===== config.mk =====
export PLATFORM = sky130hd
export DESIGN_NAME = tpt_top
export DESIGN_NICKNAME = d
export VERILOG_FILES = /design/src/rtl/tpt_pkg.sv /design/src/rtl/tpt_tick_if.sv /design/src/rtl/tpt_top.sv /design/src/rtl/tpt_prescaler.sv /design/src/rtl/tpt_edge_sample.sv
export SDC_FILE = /design/constraint.sdc
export NUM_CORES = 1
export LEC_CHECK = 0
export ABC_CLOCK_PERIOD_IN_PS = 30200
export BUFFER_PORTS_ARGS = -buffer_cell sky130_fd_sc_hd__clkbuf_2
export CORE_MARGIN = 4
export CORE_UTILIZATION = 29
export DETAILED_ROUTE_END_ITERATION = 10
export PLACE_DENSITY_LB_ADDON = 0.3
export SYNTH_ARGS = -nofsm -noshare
export SYNTH_HDL_FRONTEND = slang
export SYNTH_SLANG_ARGS = --single-unit
export TNS_END_PERCENT = 50

===== constraint.sdc =====
create_clock -name clk -period 30.2 [get_ports clk]
set_clock_uncertainty 0.1 [all_clocks]
set_input_delay 6.04 -clock clk [delete_from_list [all_inputs] [get_ports clk]]
set_output_delay 6.04 -clock clk [all_outputs]
set_load 0.02 [all_outputs]

===== src/rtl/tpt_pkg.sv =====
// package: register map, field layout and timing constants of the timer base
package tpt_pkg;
  localparam int TMR_W = 16;
  localparam int TPS_W = 4;
  localparam int PWM_W = 8;
  localparam int NUM_CC = 4;
  localparam int NUM_PIN = 4;
  localparam int ADDR_W = 8;
  localparam int CTRL_W = 21;
  localparam int STAT_W = 5;
  // byte addresses
  localparam logic [7:0] A_CTRL = 8'h00;
  localparam logic [7:0] A_T0_CNT = 8'h04;
  localparam logic [7:0] A_T0_RLD = 8'h08;
  localparam logic [7:0] A_T1_CNT = 8'h0C;
  localparam logic [7:0] A_T1_RLD = 8'h10;
  localparam logic [7:0] A_T2_CNT = 8'h14;
  localparam logic [7:0] A_T2_RLD = 8'h18;
  localparam logic [7:0] A_PWM = 8'h1C;
  localparam logic [7:0] A_CMP_A = 8'h20;
  localparam logic [7:0] A_CMP_B = 8'h24;
  localparam logic [7:0] A_CMP_C = 8'h28;
  localparam logic [7:0] A_CMP_D = 8'h2C;
  localparam logic [7:0] A_WDT = 8'h30;
  localparam logic [7:0] A_STAT = 8'h34;
  // control field positions
  localparam int F_TPS = 0;
  localparam int F_T0_RUN = 4;
  localparam int F_T1_RUN = 5;
  localparam int F_T2_RUN = 6;
  localparam int F_T0_CNT = 7;
  localparam int F_T1_CNT = 8;
  localparam int F_T2_CNT = 9;
  localparam int F_T0_AUTO = 10;
  localparam int F_T1_AUTO = 11;
  localparam int F_T0_WID = 12;
  localparam int F_T1_WID = 15;
  localparam int F_WDT_RUN = 18;
  localparam int F_T2_CAP = 19;
  localparam int F_T1_BAUD = 20;
  // status bit positions
  localparam int S_T0 = 0;
  localparam int S_T1 = 1;
  localparam int S_T2 = 2;
  localparam int S_EX = 3;
  localparam int S_WDT = 4;
  // reset values and codes
  localparam logic [CTRL_W-1:0] CTRL_RST = 21'h000000;
  localparam logic [TMR_W-1:0] TMR_RST = 16'h0000;
  localparam logic [TMR_W-1:0] TMR_MAX = 16'hFFFF;
  localparam logic [TPS_W-1:0] TPS_NONE = 4'h0;
  localparam logic [TPS_W-1:0] TPS_DIV2 = 4'h1;
  localparam logic [TPS_W-1:0] TPS_DIV12 = 4'hB;
  localparam logic [1:0] UART0_LAST = 2'h3;
  localparam logic [1:0] RST_HIST_IDLE = 2'h3;
  localparam logic [1:0] RST_HIST_HIT = 2'h0;
  localparam logic [1:0] RESP_OKAY = 2'h0;
  localparam logic [1:0] RESP_SLVERR = 2'h2;
  typedef enum logic [1:0] {WR_COLLECT = 2'b00, WR_COMMIT = 2'b01, WR_RESP = 2'b11} tpt_wr_t;
  typedef enum logic {RD_IDLE = 1'b0, RD_RESP = 1'b1} tpt_rd_t;
endpackage


===== src/rtl/tpt_tick_if.sv =====
// interface: prescale tick and sampled pin edges between the timer modules
`timescale 1ns/10ps
interface tpt_tick_if;
  import tpt_pkg::*;
  logic [TPS_W-1:0] timer_prescale_select;
  logic tick;
  logic [NUM_PIN-1:0] pins;
  logic [NUM_PIN-1:0] fall;
  modport presc (input timer_prescale_select, output tick);
  modport edges (input pins, output fall);
  modport core (output timer_prescale_select, output pins, input tick, input fall);
endinterface


===== src/rtl/tpt_top.sv =====
// module: timer time base with three timers, pwm, compare array and watchdog
//
// Local design decisions: the AXI4-Lite register port and the register offsets.
`timescale 1ns/10ps
// Behaviour
// timers advance every clock by default
// shared prescaler, 1011 gives every 12 clocks
// select 0001 makes timer two count every two
// count and capture pins sampled every clock
// timer two same rate in all modes
// mode 0 width selectable 9 to 16
// mode 1 16-bit auto-reload on overflow
// each of timers zero/one drives 8-bit pwm
// timer two feeds four-channel compare pwm
// watchdog counts per clock, prescaler slows it
// serial mode 0 shift at clock/4
// baud timer one counts at full clock
// reset pin low two clocks resets
// counter mode counts sampled falling edges
// select zero means no division
module tpt_top import tpt_pkg::*; (
  // clock and reset
  input wire logic clk,
  input wire logic reset,
  input wire logic reset_pin_n,
  // timer pins
  input wire logic timer_zero_count_input,
  input wire logic timer_one_count_input,
  input wire logic timer_two_count_input,
  input wire logic timer_two_capture_reload_input,
  // axi4-lite write
  input wire logic [ADDR_W-1:0] s_axi_awaddr,
  input wire logic s_axi_awvalid,
  output logic s_axi_awready,
  input wire logic [31:0] s_axi_wdata,
  input wire logic [3:0] s_axi_wstrb,
  input wire logic s_axi_wvalid,
  output logic s_axi_wready,
  output logic [1:0] s_axi_bresp,
  output logic s_axi_bvalid,
  input wire logic s_axi_bready,
  // axi4-lite read
  input wire logic [ADDR_W-1:0] s_axi_araddr,
  input wire logic s_axi_arvalid,
  output logic s_axi_arready,
  output logic [31:0] s_axi_rdata,
  output logic [1:0] s_axi_rresp,
  output logic s_axi_rvalid,
  input wire logic s_axi_rready,
  // timer outputs
  output logic t0_pwm_out,
  output logic t1_pwm_out,
  output logic [NUM_CC-1:0] cc_pwm_out,
  output logic t2_clock_out,
  output logic uart_shift_tick,
  output logic uart_baud_tick,
  output logic wdt_timeout,
  output logic pin_reset_active
);
  // ----------------------------------------
  // functions
  // ----------------------------------------
  function automatic logic [TMR_W-1:0] width_mask(input logic [2:0] sel);
    width_mask = TMR_MAX >> (3'h7 - sel);
  endfunction
  // {wrap, next}; mode 0 wraps to zero, mode 1 reloads
  function automatic logic [TMR_W:0] step(input logic [TMR_W-1:0] cnt,
      input logic [TMR_W-1:0] rld, input logic auto, input logic [2:0] sel);
    logic [TMR_W-1:0] m;
    logic wrap;
    m = auto ? TMR_MAX : width_mask(sel);
    wrap = (cnt & m) == m;
    step = {wrap, wrap ? (auto ? rld : TMR_RST) : ((cnt + 16'h0001) & m)};
  endfunction
  function automatic logic [31:0] merge(input logic [31:0] old,
      input logic [31:0] nw, input logic [3:0] strb);
    for (int i = 0; i < 4; i++) begin
      merge[i*8 +: 8] = strb[i] ? nw[i*8 +: 8] : old[i*8 +: 8];
    end
  endfunction

  // ----------------------------------------
  // pin reset filter
  // ----------------------------------------
  logic [1:0] rst_hist_q;
  wire soft_rst = rst_hist_q == RST_HIST_HIT;
  always_ff @(posedge clk or posedge reset) begin
    if (reset) begin
      rst_hist_q <= RST_HIST_IDLE;
    end else begin
      rst_hist_q <= {rst_hist_q[0], reset_pin_n};
    end
  end
  assign pin_reset_active = soft_rst;

  // ----------------------------------------
  // prescaler and pin sampling
  // ----------------------------------------
  tpt_tick_if tk ();
  tpt_prescaler u_presc (.clk(clk), .reset(reset), .soft_rst(soft_rst), .tk(tk.presc));
  tpt_edge_sample u_edges (.clk(clk), .reset(reset), .soft_rst(soft_rst), .ed(tk.edges));
  assign tk.pins = {timer_two_capture_reload_input, timer_two_count_input,
                    timer_one_count_input, timer_zero_count_input};

  // ----------------------------------------
  // bus slave
  // ----------------------------------------
  tpt_wr_t wr_q, wr_d;
  tpt_rd_t rd_q;
  logic aw_have_q, w_have_q;
  logic [ADDR_W-1:0] waddr_q;
  logic [31:0] wdata_q, rdata_q;
  logic [3:0] wstrb_q;
  logic [1:0] bresp_q, rresp_q;
  logic [31:0] rd_word;
  logic rd_hit, wr_hit;
  assign s_axi_awready = (wr_q == WR_COLLECT) && !aw_have_q;
  assign s_axi_wready = (wr_q == WR_COLLECT) && !w_have_q;
  assign s_axi_bvalid = wr_q == WR_RESP;
  assign s_axi_bresp = bresp_q;
  assign s_axi_arready = rd_q == RD_IDLE;
  assign s_axi_rvalid = rd_q == RD_RESP;
  assign s_axi_rdata = rdata_q;
  assign s_axi_rresp = rresp_q;
  wire aw_take = s_axi_awvalid && s_axi_awready;
  wire w_take = s_axi_wvalid && s_axi_wready;
  wire ar_take = s_axi_arvalid && s_axi_arready;
  wire both_in = (aw_have_q || aw_take) && (w_have_q || w_take);
  wire commit = wr_q == WR_COMMIT;
  always_comb begin
    wr_d = wr_q;
    unique case (wr_q)
      WR_COLLECT: if (both_in) wr_d = WR_COMMIT;
      WR_COMMIT: wr_d = WR_RESP;
      WR_RESP: if (s_axi_bready) wr_d = WR_COLLECT;
      default: wr_d = WR_COLLECT;
    endcase
  end
  // write strobes per register
  wire wr_ctrl = commit && waddr_q == A_CTRL;
  wire wr_t0 = commit && waddr_q == A_T0_CNT;
  wire wr_t0r = commit && waddr_q == A_T0_RLD;
  wire wr_t1 = commit && waddr_q == A_T1_CNT;
  wire wr_t1r = commit && waddr_q == A_T1_RLD;
  wire wr_t2 = commit && waddr_q == A_T2_CNT;
  wire wr_t2r = commit && waddr_q == A_T2_RLD;
  wire wr_pwm = commit && waddr_q == A_PWM;
  wire wr_wdt = commit && waddr_q == A_WDT;
  wire wr_stat = commit && waddr_q == A_STAT;
  // unaligned compare offsets get an error and must not land
  wire wr_cmp = commit && waddr_q[7:4] == A_CMP_A[7:4] && waddr_q[1:0] == 2'h0;

  // ----------------------------------------
  // registers and counters
  // ----------------------------------------
  logic [CTRL_W-1:0] ctrl_q;
  logic [TMR_W-1:0] t0_q, t0r_q, t1_q, t1r_q, t2_q, t2r_q, wdt_q;
  logic [2*PWM_W-1:0] duty_q;
  logic [TMR_W-1:0] cmp_q [NUM_CC];
  logic [STAT_W-1:0] stat_q;
  logic [1:0] u0_q;
  logic t0_pwm_q, t1_pwm_q, t2_clk_q, baud_q, wdt_to_q;
  logic [NUM_CC-1:0] cc_q;
  wire [31:0] wword = merge(rd_word, wdata_q, wstrb_q);
  assign tk.timer_prescale_select = ctrl_q[F_TPS +: TPS_W];
  // counter mode uses pin edges, else the prescaled tick (every clock for timer one in baud mode)
  wire t1_tick = ctrl_q[F_T1_BAUD] ? 1'b1 : tk.tick;
  wire inc0 = ctrl_q[F_T0_RUN] && (ctrl_q[F_T0_CNT] ? tk.fall[0] : tk.tick);
  wire inc1 = ctrl_q[F_T1_RUN] && (ctrl_q[F_T1_CNT] ? tk.fall[1] : t1_tick);
  // one increment source whatever the timer two mode
  wire inc2 = ctrl_q[F_T2_RUN] && (ctrl_q[F_T2_CNT] ? tk.fall[2] : tk.tick);
  wire ex_ev = tk.fall[3];
  wire [TMR_W:0] s0 = step(t0_q, t0r_q, ctrl_q[F_T0_AUTO], ctrl_q[F_T0_WID +: 3]);
  wire [TMR_W:0] s1 = step(t1_q, t1r_q, ctrl_q[F_T1_AUTO], ctrl_q[F_T1_WID +: 3]);
  wire ovf0 = inc0 && s0[TMR_W];
  wire ovf1 = inc1 && s1[TMR_W];
  wire ovf2 = inc2 && t2_q == TMR_MAX;
  wire wdt_inc = ctrl_q[F_WDT_RUN] && tk.tick;
  wire wdt_wrap = wdt_inc && wdt_q == TMR_MAX;
  wire [STAT_W-1:0] stat_set = {wdt_wrap, ex_ev, ovf2, ovf1, ovf0};
  // a flag raised in the clearing cycle survives
  wire [STAT_W-1:0] stat_d = (stat_q & ~(wr_stat ? wword[STAT_W-1:0] : '0)) | stat_set;
  wire t2_cap = ctrl_q[F_T2_CAP];
  wire [TMR_W-1:0] t2_d = wr_t2 ? wword[TMR_W-1:0] : ovf2 ? t2r_q :
                          (ex_ev && !t2_cap) ? t2r_q : inc2 ? t2_q + 16'h0001 : t2_q;
  wire [TMR_W-1:0] t2r_d = wr_t2r ? wword[TMR_W-1:0] : (ex_ev && t2_cap) ? t2_q : t2r_q;

  // read mux
  assign rd_hit = s_axi_araddr inside {A_CTRL, A_T0_CNT, A_T0_RLD, A_T1_CNT, A_T1_RLD,
    A_T2_CNT, A_T2_RLD, A_PWM, A_CMP_A, A_CMP_B, A_CMP_C, A_CMP_D, A_WDT, A_STAT};
  assign wr_hit = s_axi_awaddr inside {A_CTRL, A_T0_CNT, A_T0_RLD, A_T1_CNT, A_T1_RLD,
    A_T2_CNT, A_T2_RLD, A_PWM, A_CMP_A, A_CMP_B, A_CMP_C, A_CMP_D, A_WDT, A_STAT};
  wire [ADDR_W-1:0] mux_addr = commit ? waddr_q : s_axi_araddr;
  always_comb begin
    unique case (mux_addr)
      A_CTRL: rd_word = 32'(ctrl_q);
      A_T0_CNT: rd_word = 32'(t0_q);
      A_T0_RLD: rd_word = 32'(t0r_q);
      A_T1_CNT: rd_word = 32'(t1_q);
      A_T1_RLD: rd_word = 32'(t1r_q);
      A_T2_CNT: rd_word = 32'(t2_q);
      A_T2_RLD: rd_word = 32'(t2r_q);
      A_PWM: rd_word = 32'(duty_q);
      A_CMP_A, A_CMP_B, A_CMP_C, A_CMP_D: rd_word = 32'(cmp_q[mux_addr[3:2]]);
      A_WDT: rd_word = 32'(wdt_q);
      A_STAT: rd_word = 32'(stat_q);
      default: rd_word = 32'h00000000;
    endcase
  end

  // ----------------------------------------
  // bus state
  // ----------------------------------------
  always_ff @(posedge clk or posedge reset) begin
    if (reset) begin
      wr_q <= WR_COLLECT;
      rd_q <= RD_IDLE;
      aw_have_q <= 1'b0;
      w_have_q <= 1'b0;
      waddr_q <= '0;
      wdata_q <= 32'h00000000;
      wstrb_q <= 4'h0;
      bresp_q <= RESP_OKAY;
      rdata_q <= 32'h00000000;
      rresp_q <= RESP_OKAY;
    end else begin
      wr_q <= wr_d;
      aw_have_q <= (aw_have_q || aw_take) && !commit;
      w_have_q <= (w_have_q || w_take) && !commit;
      if (aw_take) begin
        waddr_q <= s_axi_awaddr;
        bresp_q <= wr_hit ? RESP_OKAY : RESP_SLVERR;
      end
      if (w_take) begin
        wdata_q <= s_axi_wdata;
        wstrb_q <= s_axi_wstrb;
      end
      // read answered the cycle after the address is taken
      if (ar_take) begin
        rd_q <= RD_RESP;
        rdata_q <= commit ? 32'h00000000 : rd_word;
        rresp_q <= rd_hit && !commit ? RESP_OKAY : RESP_SLVERR;
      end else if (s_axi_rready) begin
        rd_q <= RD_IDLE;
      end
    end
  end

  // ----------------------------------------
  // timers, compare array, watchdog
  // ----------------------------------------
  always_ff @(posedge clk or posedge reset) begin
    if (reset) begin
      ctrl_q <= CTRL_RST;
      {t0_q, t0r_q, t1_q, t1r_q, t2_q, t2r_q, wdt_q} <= '0;
      duty_q <= '0;
      for (int i = 0; i < NUM_CC; i++) cmp_q[i] <= TMR_RST;
      stat_q <= '0;
    end else if (soft_rst) begin
      ctrl_q <= CTRL_RST;
      {t0_q, t0r_q, t1_q, t1r_q, t2_q, t2r_q, wdt_q} <= '0;
      duty_q <= '0;
      for (int i = 0; i < NUM_CC; i++) cmp_q[i] <= TMR_RST;
      stat_q <= '0;
    end else begin
      if (wr_ctrl) ctrl_q <= wword[CTRL_W-1:0];
      t0_q <= wr_t0 ? wword[TMR_W-1:0] : inc0 ? s0[TMR_W-1:0] : t0_q;
      t1_q <= wr_t1 ? wword[TMR_W-1:0] : inc1 ? s1[TMR_W-1:0] : t1_q;
      if (wr_t0r) t0r_q <= wword[TMR_W-1:0];
      if (wr_t1r) t1r_q <= wword[TMR_W-1:0];
      t2_q <= t2_d;
      t2r_q <= t2r_d;
      if (wr_pwm) duty_q <= wword[2*PWM_W-1:0];
      if (wr_cmp) cmp_q[waddr_q[3:2]] <= wword[TMR_W-1:0];
      wdt_q <= wr_wdt ? TMR_RST : wdt_inc ? wdt_q + 16'h0001 : wdt_q;
      stat_q <= stat_d;
    end
  end

  // ----------------------------------------
  // outputs
  // ----------------------------------------
  always_ff @(posedge clk or posedge reset) begin
    if (reset) begin
      {t0_pwm_q, t1_pwm_q, t2_clk_q, baud_q, wdt_to_q} <= '0;
      cc_q <= '0;
      u0_q <= 2'h0;
    end else if (soft_rst) begin
      {t0_pwm_q, t1_pwm_q, t2_clk_q, baud_q, wdt_to_q} <= '0;
      cc_q <= '0;
      u0_q <= 2'h0;
    end else begin
      t0_pwm_q <= t0_q[PWM_W-1:0] < duty_q[PWM_W-1:0];
      t1_pwm_q <= t1_q[PWM_W-1:0] < duty_q[2*PWM_W-1:PWM_W];
      for (int i = 0; i < NUM_CC; i++) cc_q[i] <= t2_q < cmp_q[i];
      t2_clk_q <= t2_clk_q ^ ovf2;
      baud_q <= ovf1;
      wdt_to_q <= wdt_wrap;
      u0_q <= u0_q + 2'h1;
    end
  end
  assign t0_pwm_out = t0_pwm_q;
  assign t1_pwm_out = t1_pwm_q;
  assign cc_pwm_out = cc_q;
  assign t2_clock_out = t2_clk_q;
  assign uart_baud_tick = baud_q;
  assign wdt_timeout = wdt_to_q;
  // free-running, fixed quarter rate regardless of prescale
  assign uart_shift_tick = u0_q == UART0_LAST;
endmodule // tpt_top


===== src/rtl/tpt_prescaler.sv =====
// module: shared time-base prescaler for all timers and the watchdog
`timescale 1ns/10ps
module tpt_prescaler import tpt_pkg::*; (
  // clock and reset
  input wire logic clk,
  input wire logic reset,
  input wire logic soft_rst,
  // tick carrier
  tpt_tick_if.presc tk
);
  logic [TPS_W-1:0] cnt_q, cnt_d, tps_q;
  wire tps_moved = tk.timer_prescale_select != tps_q;
  // divide by select plus one; zero means every clock
  assign tk.tick = cnt_q == tk.timer_prescale_select; // see
  // restart on a select change so no stale count overshoots
  assign cnt_d = (tk.tick || tps_moved) ? '0 : cnt_q + 4'h1;
  always_ff @(posedge clk or posedge reset) begin
    if (reset) begin
      cnt_q <= '0;
      tps_q <= TPS_NONE;
    end else if (soft_rst) begin
      cnt_q <= '0;
      tps_q <= TPS_NONE;
    end else begin
      cnt_q <= cnt_d;
      tps_q <= tk.timer_prescale_select;
    end
  end
  wire d12 = tk.timer_prescale_select == TPS_DIV12;
  wire d2 = tk.timer_prescale_select == TPS_DIV2;
endmodule // tpt_prescaler


===== src/rtl/tpt_edge_sample.sv =====
// module: per-clock sampling and falling-edge detection of timer pins
`timescale 1ns/10ps
module tpt_edge_sample import tpt_pkg::*; (
  // clock and reset
  input wire logic clk,
  input wire logic reset,
  input wire logic soft_rst,
  // pin carrier
  tpt_tick_if.edges ed
);
  logic [NUM_PIN-1:0] samp_q, prev_q;
  // idle high, so a pin low at start is taken as a falling edge
  always_ff @(posedge clk or posedge reset) begin
    if (reset) begin
      samp_q <= '1;
      prev_q <= '1;
    end else if (soft_rst) begin
      samp_q <= '1;
      prev_q <= '1;
    end else begin
      samp_q <= ed.pins;
      prev_q <= samp_q;
    end
  end
  assign ed.fall = prev_q & ~samp_q;
endmodule // tpt_edge_sample


Word level (Yosys, flattened, before mapping)
Index checks and enable logic that the tools add are counted.
{"block": "word_totals", "ff_bits": 320, "elab_cells": 259}
{"block": "op_classes", "n_mux": 70, "reduce_logical": 61, "n_eq_ne": 60, "order_cmp": 9, "shifts": 2, "addsub": 8, "n_bitwise": 13}
{"cell": "$mux 16", "n": 32}
{"cell": "$pmux 21 s11", "n": 1}
{"cell": "$eq 8x6->1 const B", "n": 20}
{"cell": "$eq 8x5->1 const B", "n": 16}
{"cell": "$mux 64", "n": 2}
{"cell": "$add 16x1->16 const B", "n": 4}
{"cell": "$and 16x16->16", "n": 4}
{"cell": "$bwmux 64", "n": 1}
{"cell": "$eq 8x4->1 const B", "n": 8}
{"cell": "$lt 16x16->1", "n": 4}
{"cell": "$mux 21", "n": 2}
{"cell": "$bmux 16 s2", "n": 1}
{"cell": "$demux 16 s2", "n": 1}
{"cell": "$eq 16x16->1", "n": 2}
{"cell": "$eq 16x16->1 const B", "n": 2}
{"cell": "$eq 8x3->1 const B", "n": 4}
{"cell": "$logic_and 1x1->1", "n": 32}
{"cell": "$logic_not 8->1", "n": 4}
{"cell": "$mux 32", "n": 1}
{"cell": "$shr 16x3->16 const A", "n": 2}
{"cell": "$reduce_bool 14->1", "n": 2}
{"cell": "$mux 4", "n": 6}
{"cell": "$mux 8", "n": 3}
{"cell": "$lt 8x8->1", "n": 2}
{"cell": "other kinds (32)", "n": 67}

Depth between registers and ports, before layout
{"block": "depth", "ltp_word": 13, "mapped_depth": 12, "ltp_nobuf": 8}

By module
From an unflattened synthesis, not the netlist that was laid out.
{"block": "hier_totals", "cells_unflattened": 2057, "area_unflattened_um2": 18485.2}
{"module": "tpt_top", "cells_each": 2004, "n_inst": 1, "area_each_um2": 17785.8}
{"module": "tpt_prescaler", "cells_each": 32, "n_inst": 1, "area_each_um2": 410.4}
{"module": "tpt_edge_sample", "cells_each": 21, "n_inst": 1, "area_each_um2": 289.0}

Least setup slack after synthesis
OpenSTA, ideal clock, no wires.
{"block": "synth_path", "kind": "in2reg", "startpoint": "input port s_axi_araddr[6]", "endpoint": "register t2_q[15]", "required_ns": 29.989, "arrival_ns": 7.825, "setup_slack_ns": 22.164, "path_stages": 9, "path_buffers": 2, "cell_sequence": "nor2_1 -> a21oi_2 -> buf_6 -> nor4_2 -> buf_2 -> a222oi_1 -> nand2_1 -> nor3_4 -> a2111oi_2"}
{"block": "synth_via", "elab_chain_len": 7, "word_cells_on_any_way": 20, "classes_between": "eq/ne (13); mux (5); reduce/logical (2)"}
{"element": "start: declaration", "line": "tpt_top.sv:43", "text": "input wire logic [ADDR_W-1:0] s_axi_araddr,"}
{"element": "$mux 8 (*)", "line": "tpt_top.sv:193", "text": "wire [ADDR_W-1:0] mux_addr = commit ? waddr_q : s_axi_araddr;"}
{"element": "$eq 8x6->1", "line": "tpt_top.sv:195", "text": "unique case (mux_addr)"}
{"element": "$reduce_or 4->1", "line": "tpt_top.sv:195"}
{"element": "$pmux 21 s11 (*)", "line": "tpt_top.sv:195"}
{"element": "$mux 8 (*)", "line": "tpt_top.sv:78", "text": "merge[i*8 +: 8] = strb[i] ? nw[i*8 +: 8] : old[i*8 +: 8];"}
{"element": "$mux 16 (*)", "line": "tpt_top.sv:184", "text": "wire [TMR_W-1:0] t2_d = wr_t2 ? wword[TMR_W-1:0] : ovf2 ? t2r_q :"}
{"element": "$mux 16 (*)", "line": "tpt_top.sv:259", "text": "end else if (soft_rst) begin"}
{"element": "end signal: assignment", "line": "tpt_top.sv:271", "text": "t2_q <= t2_d;"}
{"element": "end: declaration", "line": "tpt_top.sv:157", "text": "logic [TMR_W-1:0] t0_q, t0r_q, t1_q, t1r_q, t2_q, t2r_q, wdt_q;"}
Every way passes the cells marked *; elsewhere a longest branch is shown, timed or not.
A chain may end at the register's enable or synchronous reset.

Worst setup path in the final report
{"block": "layout_path", "startpoint": "input port s_axi_araddr[6]", "endpoint": "register t2_q[3]"}
The elaborated chain is that of the path after synthesis.

==> flow_metrics.py <==
metrics = {
    "power_and_ir_drop": {
        "power_frac_seq_pct": 35.0,
        "combPwrFrac_pct": 30.6,
        "power_density_nw_per_um2": 68.9,
        "p_total_w": 0.00148,
        "vdd_drop_max_mv": 0.0467,
        "internal_power_w": 0.000906,
        "pwr-share-clk_pct": 34.4,
        "p_sw_share_pct": 38.6,
        "switchingPower_w": 0.000570,
        "leakage_nw": 8.77,
    },
    "floorplan": {
        "ios": 116,
        "die_area_um2": 69100,
        "initial_core_util_pct": 29.3,
        "die_h_um": 263,
        "floorplan.rows": 93,
        "dieWidth_um": 263,
        "core_area_um2": 64300,
    },
    "detailed_routing": {
        "dr.first_iter.drc_count": 2120,
        "drtPass1Iterations": 6,
        "detail_route.vias_per_cell": 5.87,
        "drt-wirelength-per-cell_um": 26.1,
        "final_antenna_net_count": 0,
        "drt_wl_total_um": 77200,
        "drc_errors": 0,
        "vias": 17400,
    },
    "logic_synthesis": {
        "synthSimpleGateAreaFrac_pct": 18.1,
        "synthMuxAreaShare_pct": 4.80,
        "synth_seq_cells": 307,
        "synth_edf_count": 0,
        "synth_flop_cell": "dfrtp_1",
        "synth_xor_area_share_pct": 2.00,
        "synth_top_family_by_area": "compound AO/OA/AOI/OAI gates",
        "synth_compound_area_share_pct": 23.4,
        "yosysWarnings": 0,
        "synth_cell_type_count": 96,
        "synthAdderAreaFrac_pct": 5.31,
        "synth.area.top_cells": "dfrtp_1, ha_1, nand2_1, o21ai_0, nand3_1",
        "synth_seq_area_share_pct": 40.8,
        "yosys.area.top_type": "dfrtp_1",
        "synth_top_area_share_pct": 39.4,
        "syn_area_um2": 18800,
        "synthArstFlopShare_pct": 100,
        "syn_avg_cell_area_um2": 9.20,
        "syn_inst": 2049,
    },
    "worst_setup_path": {
        "critPathMaxFanout": 16,
        "critPathBufInv": 1,
        "crit_required_ns": 30.56,
        "reg2reg_setup_slack_ns": 25.33,
        "criticalPathCategory": "input port to register",
        "critPathMaxStageDelay_ns": 0.85,
        "endpoint_kind": "register",
        "start_kind": "input port",
        "worst_path_dominant_cell_family": "compound AO/OA/AOI/OAI gates",
        "arrival_ns": 9.81,
        "worstPathCellList": "clkbuf_2, nor2_1, a21oi_2, or3_1, a21oi_1, nor4_4, a31oi_2, a221o_1",
        "crit_slowest_cell": "or3_1",
    },
    "placement": {
        "finalWeightedCongestion": 0.956,
        "dp_hpwl_um": 55400,
        "io_buffers": 90,
        "dp_cells": 2892,
    },
    "clocking": {
        "cts_buffer_depth": 3,
        "cts_tree": "built",
        "path_clk_slew_ns": 0.06,
        "htreeDepth": 2,
        "cts_setup_buffers": 0,
        "clk_latency_ns": 0.59,
        "cts_sinks": 307,
        "cts_made_buffers": 39,
        "ctsHoldBuffers": 0,
        "clockRootBuffer": "clkbuf_16",
        "cts_resized": 0,
    },
    "global_routing": {
        "antenna_found_initial": 5,
        "grt_overflow": 0,
        "grt_max_degree": 118,
        "grt_first_pass_wirelength_um": 115000,
        "grt_pass1_vias": 17100,
        "track_usage_pct": 21.7,
    },
    "timing": {
        "fmax_mhz": 106,
        "worst_slew_pin_slew_ns": 1.37,
        "rsz0062_at_grt": "false",
        "relSlewSlack_pct": 8.26,
        "finalCriticalPeriod_ns": 9.45,
        "whs_ns": 0.264,
        "hold_viol_final": 0,
        "fin_setup_tns_ns": 0,
        "setup_viol": 0,
        "drv_slew": 0,
        "fin_crit_sh_pct": 31.3,
    },
    "final_layout": {
        "multi_input_area_um2": 10200,
        "layout-drive-gt1-share_pct": 15.3,
        "final_cell_mix": "dfrtp_1, nand2_1, nor2_1, o21ai_0, nand3_1",
        "regArea_um2": 7690,
        "area_growth_syn_to_layout_pct": 13.7,
        "nFillCells": 6669,
        "final_common_cell": "dfrtp_1",
        "final_nets": 2222,
        "instances_no_fill": 2964,
    },
    "worst_hold_path": {
        "hold_path.class": "register to register",
    },
    "job": {
        "maxCapViolCount": 0,
    },
    "run_status": {
        "status": "finished clean",
    },
}
==> synth_stat cells, types with 10 or more instances <==
library cell  instances
a211oi_1             30
a21o_1               30
a21oi_1              99
a222oi_1             31
a22oi_1              40
a31oi_1              16
and2_1               21
and3_1               17
buf_2                12
buf_4                20
clkbuf_1            112
dfrtp_1             297
dfstp_2              10
ha_1                 80
inv_1                92
mux2_2               51
mux2i_1              21
nand2_1             180
nand2b_1             51
nand3_1             122
nand4_1              20
nor2_1              149
nor2b_1              15
nor3_1               32
o211ai_1             28
o21ai_0             135
o21ai_1              16
o22ai_1              18
o311ai_0             11
o31ai_1              34
o32ai_1              14
or3_1                10
xnor2_1              14
xor2_1               29
==> worst paths after layout <==
check	from	end	cells after the start
max	s_axi_araddr[6]	t2_q[3]$_DFFE_PP0P_	8
min	rst_hist_q[0]$_DFF_PP1_	rst_hist_q[1]$_DFF_PP1_	0
max reg2reg	wr_q[1]$_DFFE_PP0P_	t2_q[3]$_DFFE_PP0P_	7
min reg2reg	rst_hist_q[0]$_DFF_PP1_	rst_hist_q[1]$_DFF_PP1_	0
max in group asynchronous	reset	t2_q[0]$_DFFE_PP0P_	4
min in group asynchronous	reset	wdata_q[12]$_DFFE_PP0P_	2
==> registers in the layout, summed over array words and instances, names as in the netlist, 3 cells and up <==
name            flops
s_axi_rdata        21
wstrb_q             3
u_edges.samp_q      4
stat_q              5
u_edges.prev_q      4
wdt_q              16
t1r_q              16
waddr_q             8
cmp_q              64
u_presc.cnt_q       4
t2_q               16
cc_pwm_out          4
duty_q             16
wdata_q            21
t0r_q              16
ctrl_q             21
t0_q               16
t1_q               16
t2r_q              16
u_presc.tps_q       4
==> area by class of cell <==
cell class | instances | share of cell area, %
repair buffers | 128 | 3.43
multi-input cells | 1510 | 47.5
well taps | 855 | 4.99
flip-flops and latches | 307 | 35.9
diodes | 2 | 0.0234
clock inverters | 17 | 1.14
clock buffers | 53 | 5.32
inverters | 92 | 1.65
==> cell families after synthesis <==
family          Yosys count
simple gates            672
compound gates          624
flops                   307
buf+inv                 244
fa+ha+maj                80
mux                      78
xor+xnor                 43
other cells               1
==> power by group through the flow <==
stage          clock network [W]  registers (W)  logic, W
5_1_grt                 0.000534       0.000521  0.000478
3_3_place_gp                   0       0.000520  0.000437
3_5_place_dp                   0       0.000522  0.000441
4_1_cts                 0.000518       0.000515  0.000442
2_1_floorplan                  0       0.000498  0.000288
6_report                0.000508       0.000516  0.000452
==> metal layers <==
metal  vias up  GRT usage, %  part of all wire (%)
met5         -             0                     0
met4         0          9.95                   5.0
met3       188          4.39                   9.6
met2       940          32.8                    43
met1      8609          29.8                    42
li1       7659             -                     -
==> metrics by stage <==
stage               cell area, um^2  setup WS (ns)  util [%]
CTS                           21400          20.83      33.3
global route                  21400          20.63      33.3
detailed placement            20000          20.20      31.1
global placement              20000          20.19      31.1
finish                        21400          20.75      33.3
floorplan                     18900          15.59         -
Power figures use the tool's default switching activity.
